**src/include/dbg_mask_pkg.sv**
```systemverilog
// Package of constants and types for the debug reset and interrupt masking block
package dbg_mask_pkg;
   // Execution states of the core as seen by the debug logic
   typedef enum logic [2:0] {
      ST_RUN = 3'b000,
      ST_BREAK = 3'b001,
      ST_STEP = 3'b010,
      ST_SRC_STEP = 3'b011,
      ST_RESET = 3'b100
   } exec_state_e;

   // Debug interface selection field encodings
   localparam logic [1:0] IF_SEL_FOUR_PIN = 2'b01;
   localparam logic [1:0] IF_SEL_ONE_PIN = 2'b10;
   localparam logic [1:0] IF_SEL_JTAG = 2'b11;

   // Number of pending interrupt sources: maskable, fast, floating point
   localparam int IRQ_SOURCES = 3;
   localparam int IRQ_MASKABLE = 0;
   localparam int IRQ_FAST = 1;
   localparam int IRQ_FPU = 2;

   // Cycles the core reset is held after a debugger reset
   localparam logic [3:0] CPU_RESET_CYCLES = 4'h4;
   localparam logic [3:0] COUNT_ZERO = 4'h0;
   localparam logic [3:0] COUNT_ONE = 4'h1;

   // Reset value of the debug master permission bit
   localparam logic DEBUG_PERMIT_RESET = 1'b1;
endpackage : dbg_mask_pkg

```
**src/include/irq_hold_if.sv**
```systemverilog
// Interface carrying interrupt requests, mask and pending state to the hold unit
`timescale 1ns/1ps
`default_nettype none
interface irq_hold_if #(parameter int N = 3);
   logic [N-1:0] req;
   logic mask;
   logic [N-1:0] ack;
   logic [N-1:0] pending;
   logic [N-1:0] deliver;
   modport ctrl (output req, output mask, output ack, input pending, input deliver);
   modport hold (input req, input mask, input ack, output pending, output deliver);
endinterface : irq_hold_if
`default_nettype wire

```
**src/core/irq_hold.sv**
```systemverilog
// Per-source interrupt hold: keeps masked requests pending and releases them later
`timescale 1ns/1ps
`default_nettype none
module irq_hold #(
   parameter int N = 3
) (
   // Clock and reset
   input wire logic core_clk,
   input wire logic rst_n,
   // Request, mask and delivery
   irq_hold_if.hold port
);
   import dbg_mask_pkg::*;

   genvar i;
   generate
      for (i = 0; i < N; i++) begin : g_src
         // Set wins over acknowledge
         always_ff @(posedge core_clk or negedge rst_n) begin
            if (!rst_n) begin
               port.pending[i] <= 1'b0;
            end else if (port.req[i]) begin
               port.pending[i] <= 1'b1;
            end else if (port.ack[i] && !port.mask) begin
               port.pending[i] <= 1'b0;
            end
         end
         // Delivered only while the mask is off
         assign port.deliver[i] = port.pending[i] && !port.mask;
      end
   endgenerate
endmodule : irq_hold
`default_nettype wire

```
**src/core/dbg_mask_ctrl.sv**
```systemverilog
// Debug state control: masks resets and interrupts, replays them, forces breaks
// Behaviour
// Resets from user system or program are blocked during single stepping.
// Running passes resets; in break the debugger's reset mask choice applies.
// A debugger reset always resets the CPU, regardless of the mask.
// After a debugger reset every CPU enters break.
// Resets raised while masked are remembered and applied once unmasked.
// Target drives a pin reset only while the program runs.
// Interrupt acceptance is suppressed during break and single stepping.
// While running, interrupts follow the user system configuration only.
// Masked external, fast and FPU interrupts stay pending, served after unmask.
// Entering break takes the core out of halt mode.
// Stepping a halt instruction skips halt and breaks on the next instruction.
// Target releases its reset while the emulator connects.
// On connection the core starts from the reset vector before the link works.
// Program waits 120, 22 or 70 ms after reset before running.
// With the adapter board only the four-pin link is offered; code still picks JTAG if link_jtag is set while not connected.
// Software keeps the debug master permission bit at one.
// Interface field reads 01 four-pin, 10 one-pin, 11 JTAG.
`timescale 1ns/1ps
`default_nettype none
module dbg_mask_ctrl #(
   parameter int CPUS = 2,
   parameter logic [3:0] RESET_HOLD = dbg_mask_pkg::CPU_RESET_CYCLES
) (
   // Clock and reset
   input wire logic core_clk,
   input wire logic rst_n,
   // Debugger commands as one-cycle pulses, plus the break and source step mask levels
   input wire logic dbg_break_req,
   input wire logic dbg_run_req,
   input wire logic dbg_step_req,
   input wire logic dbg_src_step_req,
   input wire logic dbg_reset_req,
   input wire logic break_reset_mask,
   input wire logic src_step_mask,
   // Link configuration
   input wire logic link_connected,
   input wire logic link_one_pin,
   input wire logic link_jtag,
   input wire logic adapter_board,
   // Core status and events
   input wire logic step_done,
   input wire logic halt_executed,
   input wire logic user_reset_req,
   input wire logic pin_reset_n,
   input wire logic [dbg_mask_pkg::IRQ_SOURCES-1:0] irq_req,
   input wire logic [dbg_mask_pkg::IRQ_SOURCES-1:0] irq_ack,
   // Guard permission write
   input wire logic permit_wr,
   input wire logic permit_wdata,
   // Outputs to the core
   output logic cpu_reset,
   output logic [CPUS-1:0] cpu_break,
   output logic halt_wake,
   output logic halt_block,
   output logic [dbg_mask_pkg::IRQ_SOURCES-1:0] irq_deliver,
   output logic [dbg_mask_pkg::IRQ_SOURCES-1:0] irq_pending,
   // Status
   output var dbg_mask_pkg::exec_state_e exec_state,
   output logic reset_pending,
   output logic reset_masked,
   output logic irq_masked,
   output logic debug_if_select_high,
   output logic debug_if_select_low,
   output logic four_pin_only,
   output logic debug_master_access_permit
);
   import dbg_mask_pkg::*;

   exec_state_e next_state;
   logic pin_sync1;
   logic pin_sync2;
   logic pin_reset_event;
   logic user_reset_event;
   logic [3:0] reset_count;
   logic step_halt;
   logic [1:0] if_sel;

   irq_hold_if #(.N(IRQ_SOURCES)) irq_bus ();

   // External reset pin passes two flip-flops
   always_ff @(posedge core_clk or negedge rst_n) begin
      if (!rst_n) begin
         pin_sync1 <= 1'b1;
         pin_sync2 <= 1'b1;
      end else begin
         pin_sync1 <= pin_reset_n;
         pin_sync2 <= pin_sync1;
      end
   end

   // Pin reset only acts while running; target must keep it idle otherwise
   assign pin_reset_event = !pin_sync2 && (exec_state == ST_RUN);
   assign user_reset_event = user_reset_req || pin_reset_event;

   // Reset mask per execution state
   always_comb begin
      case (exec_state)
         ST_STEP: reset_masked = 1'b1;
         ST_BREAK: reset_masked = break_reset_mask;
         ST_SRC_STEP: reset_masked = src_step_mask;
         ST_RUN: reset_masked = 1'b0;
         default: reset_masked = 1'b0;
      endcase
   end

   // Interrupt mask per execution state
   always_comb begin
      case (exec_state)
         ST_BREAK: irq_masked = 1'b1;
         ST_STEP: irq_masked = 1'b1;
         ST_SRC_STEP: irq_masked = src_step_mask;
         ST_RUN: irq_masked = 1'b0;
         default: irq_masked = 1'b1;
      endcase
   end

   // Pending reset: set wins over the replay clear
   always_ff @(posedge core_clk or negedge rst_n) begin
      if (!rst_n) begin
         reset_pending <= 1'b0;
      end else if (user_reset_event && reset_masked) begin
         reset_pending <= 1'b1;
      end else if (!reset_masked && exec_state != ST_RESET) begin
         reset_pending <= 1'b0;
      end
   end

   // Halt instruction stepped: break on the next instruction instead of halting
   assign step_halt = (exec_state == ST_STEP) && halt_executed;
   assign halt_block = exec_state == ST_STEP;

   // Execution state sequencing
   always_comb begin
      next_state = exec_state;
      case (exec_state)
         ST_RESET: begin
            if (reset_count == COUNT_ONE) begin
               next_state = ST_BREAK;
            end
         end
         ST_RUN: begin
            if (dbg_break_req) begin
               next_state = ST_BREAK;
            end
         end
         ST_BREAK: begin
            if (dbg_run_req) begin
               next_state = ST_RUN;
            end else if (dbg_step_req) begin
               next_state = ST_STEP;
            end else if (dbg_src_step_req) begin
               next_state = ST_SRC_STEP;
            end
         end
         ST_STEP: begin
            if (step_done || step_halt || dbg_break_req) begin
               next_state = ST_BREAK;
            end
         end
         ST_SRC_STEP: begin
            if (step_done || dbg_break_req) begin
               next_state = ST_BREAK;
            end
         end
         default: next_state = ST_BREAK;
      endcase
      if (dbg_reset_req) begin
         next_state = ST_RESET;
      end
   end

   // Core starts out running from the reset vector before the link is ready
   always_ff @(posedge core_clk or negedge rst_n) begin
      if (!rst_n) begin
         exec_state <= ST_RUN;
      end else begin
         exec_state <= next_state;
      end
   end

   // Debugger reset hold counter
   always_ff @(posedge core_clk or negedge rst_n) begin
      if (!rst_n) begin
         reset_count <= COUNT_ZERO;
      end else if (dbg_reset_req) begin
         reset_count <= RESET_HOLD;
      end else if (reset_count != COUNT_ZERO) begin
         reset_count <= reset_count - COUNT_ONE;
      end
   end

   // CPU reset: debugger reset, unmasked user reset or replayed pending reset
   always_ff @(posedge core_clk or negedge rst_n) begin
      if (!rst_n) begin
         cpu_reset <= 1'b0;
      end else begin
         cpu_reset <= dbg_reset_req || (reset_count > COUNT_ONE)
            || (user_reset_event && !reset_masked)
            || (reset_pending && !reset_masked);
      end
   end

   // Break to every CPU, and wake from halt on break entry
   always_ff @(posedge core_clk or negedge rst_n) begin
      if (!rst_n) begin
         cpu_break <= '0;
         halt_wake <= 1'b0;
      end else begin
         cpu_break <= {CPUS{next_state == ST_BREAK}};
         halt_wake <= (next_state == ST_BREAK) && (exec_state != ST_BREAK);
      end
   end

   // Interrupt pending and release
   assign irq_bus.req = irq_req;
   assign irq_bus.mask = irq_masked;
   assign irq_bus.ack = irq_ack;

   irq_hold #(.N(IRQ_SOURCES)) u_irq_hold (
      .core_clk(core_clk),
      .rst_n(rst_n),
      .port(irq_bus.hold)
   );

   assign irq_deliver = irq_bus.deliver;
   assign irq_pending = irq_bus.pending;

   // Interface selection field; adapter board forces four-pin link unless JTAG is selected while not connected
   always_comb begin
      if (!link_connected && link_jtag) begin
         if_sel = IF_SEL_JTAG;
      end else if (link_one_pin && !adapter_board) begin
         if_sel = IF_SEL_ONE_PIN;
      end else begin
         if_sel = IF_SEL_FOUR_PIN;
      end
   end

   always_ff @(posedge core_clk or negedge rst_n) begin
      if (!rst_n) begin
         debug_if_select_high <= 1'b0;
         debug_if_select_low <= 1'b0;
         four_pin_only <= 1'b0;
      end else begin
         debug_if_select_high <= if_sel[1];
         debug_if_select_low <= if_sel[0];
         four_pin_only <= adapter_board;
      end
   end

   // Guard permission bit, initial value one
   always_ff @(posedge core_clk or negedge rst_n) begin
      if (!rst_n) begin
         debug_master_access_permit <= DEBUG_PERMIT_RESET;
      end else if (permit_wr) begin
         debug_master_access_permit <= permit_wdata;
      end
   end
endmodule : dbg_mask_ctrl
`default_nettype wire

```
**config.mk**
```make
export PLATFORM = sky130hd
export DESIGN_NAME = dbg_mask_ctrl
export DESIGN_NICKNAME = d
export VERILOG_FILES = /design/src/include/dbg_mask_pkg.sv /design/src/include/irq_hold_if.sv /design/src/core/irq_hold.sv /design/src/core/dbg_mask_ctrl.sv
export SDC_FILE = /design/constraint.sdc
export NUM_CORES = 1
export LEC_CHECK = 0
export ABC_CLOCK_PERIOD_IN_PS = 2000
export BUFFER_PORTS_ARGS = -buffer_cell sky130_fd_sc_hd__buf_2
export CORE_MARGIN = 2
export CORE_UTILIZATION = 45
export CTS_BUF_LIST = sky130_fd_sc_hd__clkbuf_16
export DETAILED_ROUTE_END_ITERATION = 16
export PLACE_DENSITY = 0.78
export SLEW_MARGIN = 20
export SYNTH_ARGS = -nofsm -noshare
export SYNTH_HDL_FRONTEND = slang
export SYNTH_HIERARCHICAL = 1
export SYNTH_SLANG_ARGS = --single-unit
```
**constraint.sdc**
```tcl
create_clock -name core_clk -period 2 [get_ports core_clk]
set_input_delay 0.4 -clock core_clk [delete_from_list [all_inputs] [get_ports core_clk]]
set_output_delay 0.4 -clock core_clk [all_outputs]
set_load 0.005 [all_outputs]
```
==> results.txt, run 1 <==
Synth area leaders = dfrtp_1 (44%), dfstp_2 (8.2%), o21ai_0 (4.7%)
routability congestion estimate = 0.770
Reg area = 505 um2
WL met1 = 833 um
CP arrival = 1.56 ns
# Max-Cap Violations = 0
initial antenna violation count = 0
WS Path Type = reg2out
synth warn = 6
synthesis-stage register bit count = 20
final core occ = 65.0%
CTS root buf = clkbuf_16
Post-Syn Instances = 94
Worst-path clk slew = 0.05 ns
peak supply drop = 0.660 mV
grt total ovfl = 0
CTS sink cnt = 20
core area = 0.00200 mm2
pre-CTS WS = 0.186 ns
Reg2Reg Depth = 5
H-tree depth = 1
top-level port count = 46
FP Rows = 16
final wirelength = 2110 um
Period minus WS final = 1.96 ns
Filler cells = 164
Antenna Nets Post-Route = 0
DIE WIDTH = 50.4 um
largest family of logic cells by synthesized area = simple AND/OR/NAND/NOR gates
status = finished, final reports clean
crit start category = register
slew at the pin with the worst max-slew slack = 0.434 ns
Slew Limit Fails = 0
launching point of the worst reg2reg path = reset_count[0]$_DFFE_PN0P_
vias in the first global route = 789
Yosys cell types = 31
Compound-Gate Fraction of Synth Area = 14.5%
wire per inst = 12.5 um
half-perimeter wire length after placement = 1580 um
Leakage = 0.646 nW
GRT Util Overall = 17.2%
Clock Path Buffers = 2
area share of and/or/nand/nor cells after synthesis = 21.7%
drt first-iter violations = 9
P&R area growth vs syn = 34.5%
Syn Area/Cell = 10.3 um2
Worst Slack Setup Final = 0.0368 ns
Yosys top cell area share = 44.0%
later-pin clock latency in the skew report = 0.25 ns
detailed-route via count = 844
layout cells sized above 1 = 47.2%
Port Buf Inserts = 45
most frequent cells in the layout = buf_2 (45), dfrtp_1 (16), nor2_1 (9), o21ai_0 (9), inv_1 (7)
CTS tree = done
HP Class = in2async
mux cell area share after synthesis = 1.16%
register area share after synthesis = 52.1%
slew margin rel. = 71.1%
leading area contributor after synthesis = dfrtp_1
largest net degree at the start of global routing = 21
Nets = 170
Die Footprint = 0.00254 mm2
first-pass GRT wire length = 3310 um
period utilisation layout = 98.2%
number of setup violations in the final report = 0
drt drc = 0
met3 WL = 122 um
top sig layer = met4
DR WL met2 = 1120 um
Die H = 50.4 um
Setup Skew = 0.00235 ns
crit path from = exec_state[0]$_DFF_PN0_
xor and xnor area share after synthesis = 0.906%
TritonCTS Buffers = 3
Mapped Nets = 121
diode count = 0
Power Density = 1120 mW/mm2
Worst setup EP type = primary output
area of the multi-input gates = 405 um2
Register-to-Register Setup Slack = 0.52 ns
commonest non-fill, non-tap cell in the layout = buf_2
vias per cell = 4.99
Initial Util = 48.3%
Post-Synthesis Cell Area = 967 um2
Hold Vio Cnt, Final = 0
drt first pass iters = 4
Synth Area in Adders = 2.59%
Crit Path Max Fanout = 7
FMAX = 509 MHz
CP required = 1.60 ns
-- worst max-delay path, cell delays in order (launching register included) --
cell	delay [ns]
dfrtp_1	0.41
nor2b_4	0.19
a21oi_1	0.07
or2_2	0.32
and2b_2	0.22
buf_2	0.10
-- state kept, by name, summed over array words and instances, names as in the netlist --
register                    count
debug_if_select_low             1
halt_wake                       1
reset_pending                   1
debug_if_select_high            1
cpu_break                       1
pin_sync2                       1
pin_sync1                       1
four_pin_only                   1
u_irq_hold/port.pending         3
exec_state                      3
debug_master_access_permit      1
cpu_reset                       1
reset_count                     4
-- cells in the mapped netlist, drive strengths merged --
cell	instances
nand2b	5
ha	2
nand2	5
clkbuf	1
and2b	3
nand3b	1
a211oi	1
mux2	1
a41oi	1
dfrtp	17
nor2b	1
or2	1
nor3	3
a21oi	5
inv	6
o31ai	1
and3	2
xnor2	1
nor4	1
or3	2
buf	4
o21ai	10
nor3b	1
nor2	11
dfstp	3
nand4bb	1
a21o	3
o21bai	1
-- routing by layer --
| layer | up-vias | GRT usage [%] |
|---|---|---|
| li1 | 412 | - |
| met3 | 4 | 3.27 |
| met2 | 28 | 31.8 |
| met4 | 0 | 8.11 |
| met5 | - | 0 |
| met1 | 400 | 18.6 |
-- cells by family after synthesis --
group / Yosys count
mux: 1
flops: 20
xor+xnor: 1
simple gates: 37
compound gates: 22
fa+ha+maj: 2
buf+inv: 11
-- where the power goes --
group	total (mW)	leakage [nW]	switching (mW)	internal (mW)
sequential	0.575	0.228	0.0815	0.493
combinational	0.477	0.376	0.223	0.254
clock	0.403	0.0423	0.137	0.266
-- repair_timing --
action                     CTS  global route
cloned                       0             0
hold buffers                 0             0
buffers inserted             0             3
hold endpoints to repair     0             0
setup endpoints to repair    3             3
resized for setup            3             1
-- cell type report --
cell class	instances	area share [%]
clock inverters	1	0.288
repair buffers	49	19.6
multi-input cells	63	31.2
inverters	6	1.73
flip-flops and latches	20	38.8
well taps	27	2.60
clock buffers	3	5.77
-- per-stage QoR --
step / TNS (ns) / std cells / cell area, um2 / hold WS, ns / total power, mW
floorplan: 0 / 94 / 967 / 0.104 / 0.900
global placement: 0 / 162 / 1190 / 0.347 / 1.03
detailed placement: 0 / 162 / 1190 / 0.349 / 1.05
CTS: 0 / 166 / 1270 / 0.106 / 1.46
global route: -0.0371 / 169 / 1300 / 0.131 / 1.56
finish: 0 / 169 / 1300 / 0.0878 / 1.45
-- path summary, 6_finish.rpt --
kind,end
setup / recovery,irq_deliver[1]
hold / removal,u_irq_hold/port.pending[0]$_DFFE_PN0P_
setup reg to reg,halt_wake$_DFF_PN0_
hold reg to reg,pin_sync2$_DFF_PN1_
max in group asynchronous,pin_sync2$_DFF_PN1_
min in group core_clk,pin_sync1$_DFF_PN1_
(Power assumes the default switching activity.)
==> run 2: changes to the inputs <==
--- a/config.mk
+++ b/config.mk
@@ -11,7 +11,7 @@
 export CORE_UTILIZATION = 45
 export CTS_BUF_LIST = sky130_fd_sc_hd__clkbuf_16
 export DETAILED_ROUTE_END_ITERATION = 16
-export PLACE_DENSITY = 0.78
+export PLACE_DENSITY_LB_ADDON = 0.12
 export SLEW_MARGIN = 20
 export SYNTH_ARGS = -nofsm -noshare
 export SYNTH_HDL_FRONTEND = slang
==> results.txt, run 2 (synthesis results as in run 1) <==
Slew Limit Fails = 0
initial antenna violation count = 0
WS Path Type = reg2out
detailed-route via count = 812
core area = 0.00200 mm2
drt drc = 0
number of setup violations in the final report = 0
Antenna Nets Post-Route = 0
Die H = 50.4 um
Leakage = 0.641 nW
CTS sink cnt = 20
Largest regs = reset_count (4), exec_state (3), u_irq_hold/port.pending (3)
layout cells sized above 1 = 45.4%
pre-CTS WS = 0.213 ns
Setup Skew = 0.00178 ns
largest net degree at the start of global routing = 21
Crit Path Max Fanout = 7
period utilisation layout = 95.4%
RSZ-0062 raised after global routing = false
delay of the slowest critical-path stage = 0.39 ns
most frequent cells in the layout = buf_2 (45), dfrtp_1 (17), nor2_1 (10), o21ai_0 (9), inv_1 (7)
Port Buf Inserts = 45
slew at the pin with the worst max-slew slack = 0.439 ns
# hold bufs at CTS = 0
Largest Register = reset_count
TritonCTS Buffers = 3
GRT Util Overall = 17.4%
diode count = 0
FMAX = 524 MHz
Slowest-stage cell, CP = dfrtp_1
Initial Util = 48.3%
CTS root buf = clkbuf_16
HP Class = in2async
FP Rows = 16
crit path cell chain = nor2b_4 > a21oi_1 > or2_2 > and2b_2 > buf_2
status = finished, final reports clean
slew margin rel. = 70.7%
# Max-Cap Violations = 0
drt first pass iters = 4
flip-flop count of the largest register after layout = 4
peak supply drop = 0.695 mV
Period minus WS final = 1.91 ns
TNS Setup = 0 ns
Worst setup EP type = primary output
H-tree depth = 1
wire per inst = 11.7 um
half-perimeter wire length after placement = 1480 um
later-pin clock latency in the skew report = 0.25 ns
Clock Path Buffers = 2
P&R area growth vs syn = 33.4%
Power Density = 1130 mW/mm2
CP arrival = 1.51 ns
Hold Vio Cnt, Final = 0
routability congestion estimate = 0.774
Die Footprint = 0.00254 mm2
crit start category = register
DIE WIDTH = 50.4 um
Worst-path clk slew = 0.05 ns
grt total ovfl = 0
vias per cell = 4.83
Tot Pwr = 1.46 mW
design area = 0.00129 mm2
top-level port count = 46
vias in the first global route = 785
area post-placement = 0.00120 mm2
final wirelength = 1960 um
CTS tree = done
drt first-iter violations = 17
Worst Slack Setup Final = 0.0910 ns
commonest non-fill, non-tap cell in the layout = buf_2
CP required = 1.60 ns
Nets = 169
first-pass GRT wire length = 3360 um
-- run 2: layout make-up --
type | instances | area, um2
Clock inverter | 1 | 3.75
Clock buffer | 3 | 75.1
Sequential cell | 20 | 504
Inverter | 6 | 22.5
Timing Repair Buffer | 48 | 248
Multi-Input combinational cell | 63 | 403
Tap cell | 27 | 33.8
Fill cell | 189 | 712
-- run 2: worst paths after layout --
path                                             from                endpoint  slack [ns]  cells past startpoint
max reg2reg                reset_count[0]$_DFFE_PN0P_  cpu_break[0]$_DFF_PN0_        0.50                      5
min in group core_clk                     pin_reset_n     pin_sync1$_DFF_PN1_        0.24                      1
max                           exec_state[0]$_DFF_PN0_          irq_deliver[0]        0.09                      5
min reg2reg                       pin_sync1$_DFF_PN1_     pin_sync2$_DFF_PN1_        0.35                      0
min                                             rst_n  cpu_break[0]$_DFF_PN0_        0.08                      1
max in group asynchronous                       rst_n     pin_sync2$_DFF_PN1_        1.58                      1
-- run 2: through the flow --
stage,hold slack (ns),std cells,utilization [%]
6_report,0.0843,168,64.4
5_1_grt,0.118,168,64.4
4_1_cts,0.103,167,63.7
3_5_place_dp,0.348,163,59.8
3_3_place_gp,0.347,163,59.8
2_1_floorplan,0.104,94,-
-- run 2: report_power, final --
group          total [mW]  internal (mW)  leakage (nW)  switching (mW)
clock network       0.408          0.266        0.0423           0.142
registers           0.572          0.493         0.229          0.0793
logic               0.479          0.259         0.370           0.220
-- run 2: worst max-delay path: cells and delay by family (launching register included) --
kind	cells	cell delay, ns
buffers and inverters	1	0.10
and+or+nand+nor	3	0.71
DFF	1	0.39
AOI/OAI and AO/OA	1	0.06
-- run 2: metal layers --
layer | share of wire, % | track usage, % | vias up | wire [um]
met5 | 0 | 0 | - | 0
met4 | 1.5 | 6.76 | 0 | 29
met3 | 7.2 | 3.87 | 3 | 142
met2 | 48 | 29.2 | 28 | 944
met1 | 43 | 21.9 | 370 | 842
li1 | - | - | 411 | -
-- run 2: what timing repair did --
action / 4_1_cts / 5_1_grt
endpoints found under the setup margin: 0 / 3
resized for setup: 0 / 2
buffers inserted: 0 / 1
hold endpoints to repair: 0 / 0
==> run 3: changes to the inputs <==
--- a/config.mk
+++ b/config.mk
@@ -6,12 +6,12 @@
 export NUM_CORES = 1
 export LEC_CHECK = 0
 export ABC_CLOCK_PERIOD_IN_PS = 2000
-export BUFFER_PORTS_ARGS = -buffer_cell sky130_fd_sc_hd__buf_2
+export BUFFER_PORTS_ARGS = -buffer_cell sky130_fd_sc_hd__buf_4
 export CORE_MARGIN = 2
 export CORE_UTILIZATION = 45
 export CTS_BUF_LIST = sky130_fd_sc_hd__clkbuf_16
 export DETAILED_ROUTE_END_ITERATION = 16
-export PLACE_DENSITY_LB_ADDON = 0.12
+export PLACE_DENSITY_LB_ADDON = 0.08
 export SLEW_MARGIN = 20
 export SYNTH_ARGS = -nofsm -noshare
 export SYNTH_HDL_FRONTEND = slang
==> results.txt, run 3 (synthesis results as in run 1) <==
drt first pass iters = 4
grt peak-use layer = met2
flip-flop count of the largest register after layout = 4
Largest Register = reset_count
Initial Util = 48.3%
P&R area growth vs syn = 44.8%
Setup Skew = 0.00288 ns
H-tree depth = 1
peak supply drop = 0.838 mV
vias in the first global route = 823
grt total ovfl = 0
Register-to-Register Setup Slack = 0.49 ns
CP arrival = 1.45 ns
Period minus WS final = 1.85 ns
Slowest-stage cell, CP = dfrtp_1
core area = 0.00200 mm2
Filler cells = 176
crit path cell chain = nor2b_4 > a21oi_1 > or2_4 > and2b_2 > buf_4
CP required = 1.60 ns
period utilisation layout = 92.6%
HP Class = in2async
slew at the pin with the worst max-slew slack = 0.367 ns
crit start category = register
# Max-Cap Violations = 0
top-level port count = 46
WS Path Type = reg2out
TNS Setup = 0 ns
Power Density = 1100 mW/mm2
Crit Path Max Fanout = 7
Worst setup EP type = primary output
routability congestion estimate = 0.731
initial antenna violation count = 0
Hold Vio Cnt, Final = 0
drt first-iter violations = 5
GR Layer Usage met2 = 30.5%
Worst R2R End = cpu_break[0]$_DFF_PN0_
crit-path leading delay family = simple AND/OR/NAND/NOR gates
Reg2Reg Depth = 5
delay of the slowest critical-path stage = 0.40 ns
global-route track usage on met3 = 3.87%
vias per cell = 4.90
Clock Path Buffers = 2
M1 GR Usage = 23.5%
Antenna Nets Post-Route = 0
Die H = 50.4 um
CTS tree = done
DIE WIDTH = 50.4 um
FMAX = 540 MHz
commonest non-fill, non-tap cell in the layout = buf_4
wire per inst = 12.3 um
Slew Limit Fails = 0
number of setup violations in the final report = 0
half-perimeter wire length after placement = 1540 um
Largest regs = reset_count (4), exec_state (3), u_irq_hold/port.pending (3)
# hold bufs at CTS = 0
Port Buf Inserts = 45
worst path bufs/invs = 1
Nets = 168
Tot Pwr = 1.54 mW
Worst-path clk slew = 0.06 ns
status = finished, final reports clean
slew margin rel. = 75.3%
detailed-route via count = 819
diode count = 0
CTS root buf = clkbuf_16
Leakage = 0.669 nW
TritonCTS Buffers = 3
first-pass GRT wire length = 3570 um
launching point of the worst reg2reg path = reset_count[0]$_DFFE_PN0P_
Die Footprint = 0.00254 mm2
FP Rows = 16
CTS sink cnt = 20
largest net degree at the start of global routing = 21
most frequent cells in the layout = buf_4 (47), dfrtp_1 (17), nor2_1 (9), o21ai_0 (9), inv_1 (6)
GRT Util Overall = 18.5%
drt drc = 0
RSZ-0062 raised after global routing = false
later-pin clock latency in the skew report = 0.25 ns
layout cells sized above 1 = 45.7%
final wirelength = 2050 um
## run 3: changes by cell type in the layout (fill, tap and decap cells not counted)
cell / change
buf_2: -45
buf_4: +44
clkinv_1: +1
inv_1: -1
nor2_1: -1
nor2_2: +1
or2_2: -1
or2_4: +1
## run 3: timing repair
action                                 CTS  global route
setup buffers                            0             0
gates resized for setup                  0             4
endpoints found under the hold margin    0             0
setup endpoints to repair                0             3
## run 3: worst reg2reg max path: stages, from the launching register on
cell,delay (ns)
dfrtp_1,0.41
ha_1,0.22
nor3b_2,0.16
o21ai_0,0.21
a41oi_2,0.18
and3_1,0.22
## run 3: stage by stage
stage	utilization [%]	cells	hold slack, ns	instance area [um2]	setup WS (ns)
4_1_cts	69.3	167	0.0242	1390	0.0300
3_3_place_gp	65.4	163	0.291	1310	0.219
2_1_floorplan	-	94	0.104	967	0.331
5_1_grt	69.9	167	0.0344	1400	0.0796
6_report	69.9	167	0.0114	1400	0.148
3_5_place_dp	65.4	163	0.292	1310	0.208
## run 3: how the worst max path moves through the flow
stage                endpoint  cells after the start                     from  slack [ns]
2_1_floorplan  irq_deliver[0]                      5  exec_state[0]$_DFF_PN0_        0.33
3_3_place_gp   irq_deliver[1]                      6            src_step_mask        0.22
3_5_place_dp   irq_deliver[2]                      6            src_step_mask        0.21
4_1_cts        irq_deliver[2]                      5  exec_state[0]$_DFF_PN0_        0.03
5_1_grt        irq_deliver[1]                      5  exec_state[0]$_DFF_PN0_        0.08
6_report       irq_deliver[2]                      5  exec_state[0]$_DFF_PN0_        0.15
## run 3: cell type report
type / count / area [um2] / share of cell area (%)
flip-flops and latches: 20 / 504 / 36.0
multi-input cells: 63 / 408 / 29.1
repair buffers: 47 / 353 / 25.2
clock buffers: 3 / 75.1 / 5.36
well taps: 27 / 33.8 / 2.41
inverters: 6 / 22.5 / 1.61
clock inverters: 1 / 3.75 / 0.268
## run 3: per-layer routing
| layer | vias to the layer above | share of wire, % |
|---|---|---|
| met1 | 375 | 43 |
| met2 | 29 | 49 |
| li1 | 410 | - |
| met5 | - | 0 |
| met3 | 5 | 7.2 |
| met4 | 0 | 1.5 |
## run 3: where the power goes
group | total [mW] | internal, mW | switching (mW)
Combinational | 0.548 | 0.322 | 0.226
Sequential | 0.577 | 0.493 | 0.0840
Clock | 0.410 | 0.266 | 0.144
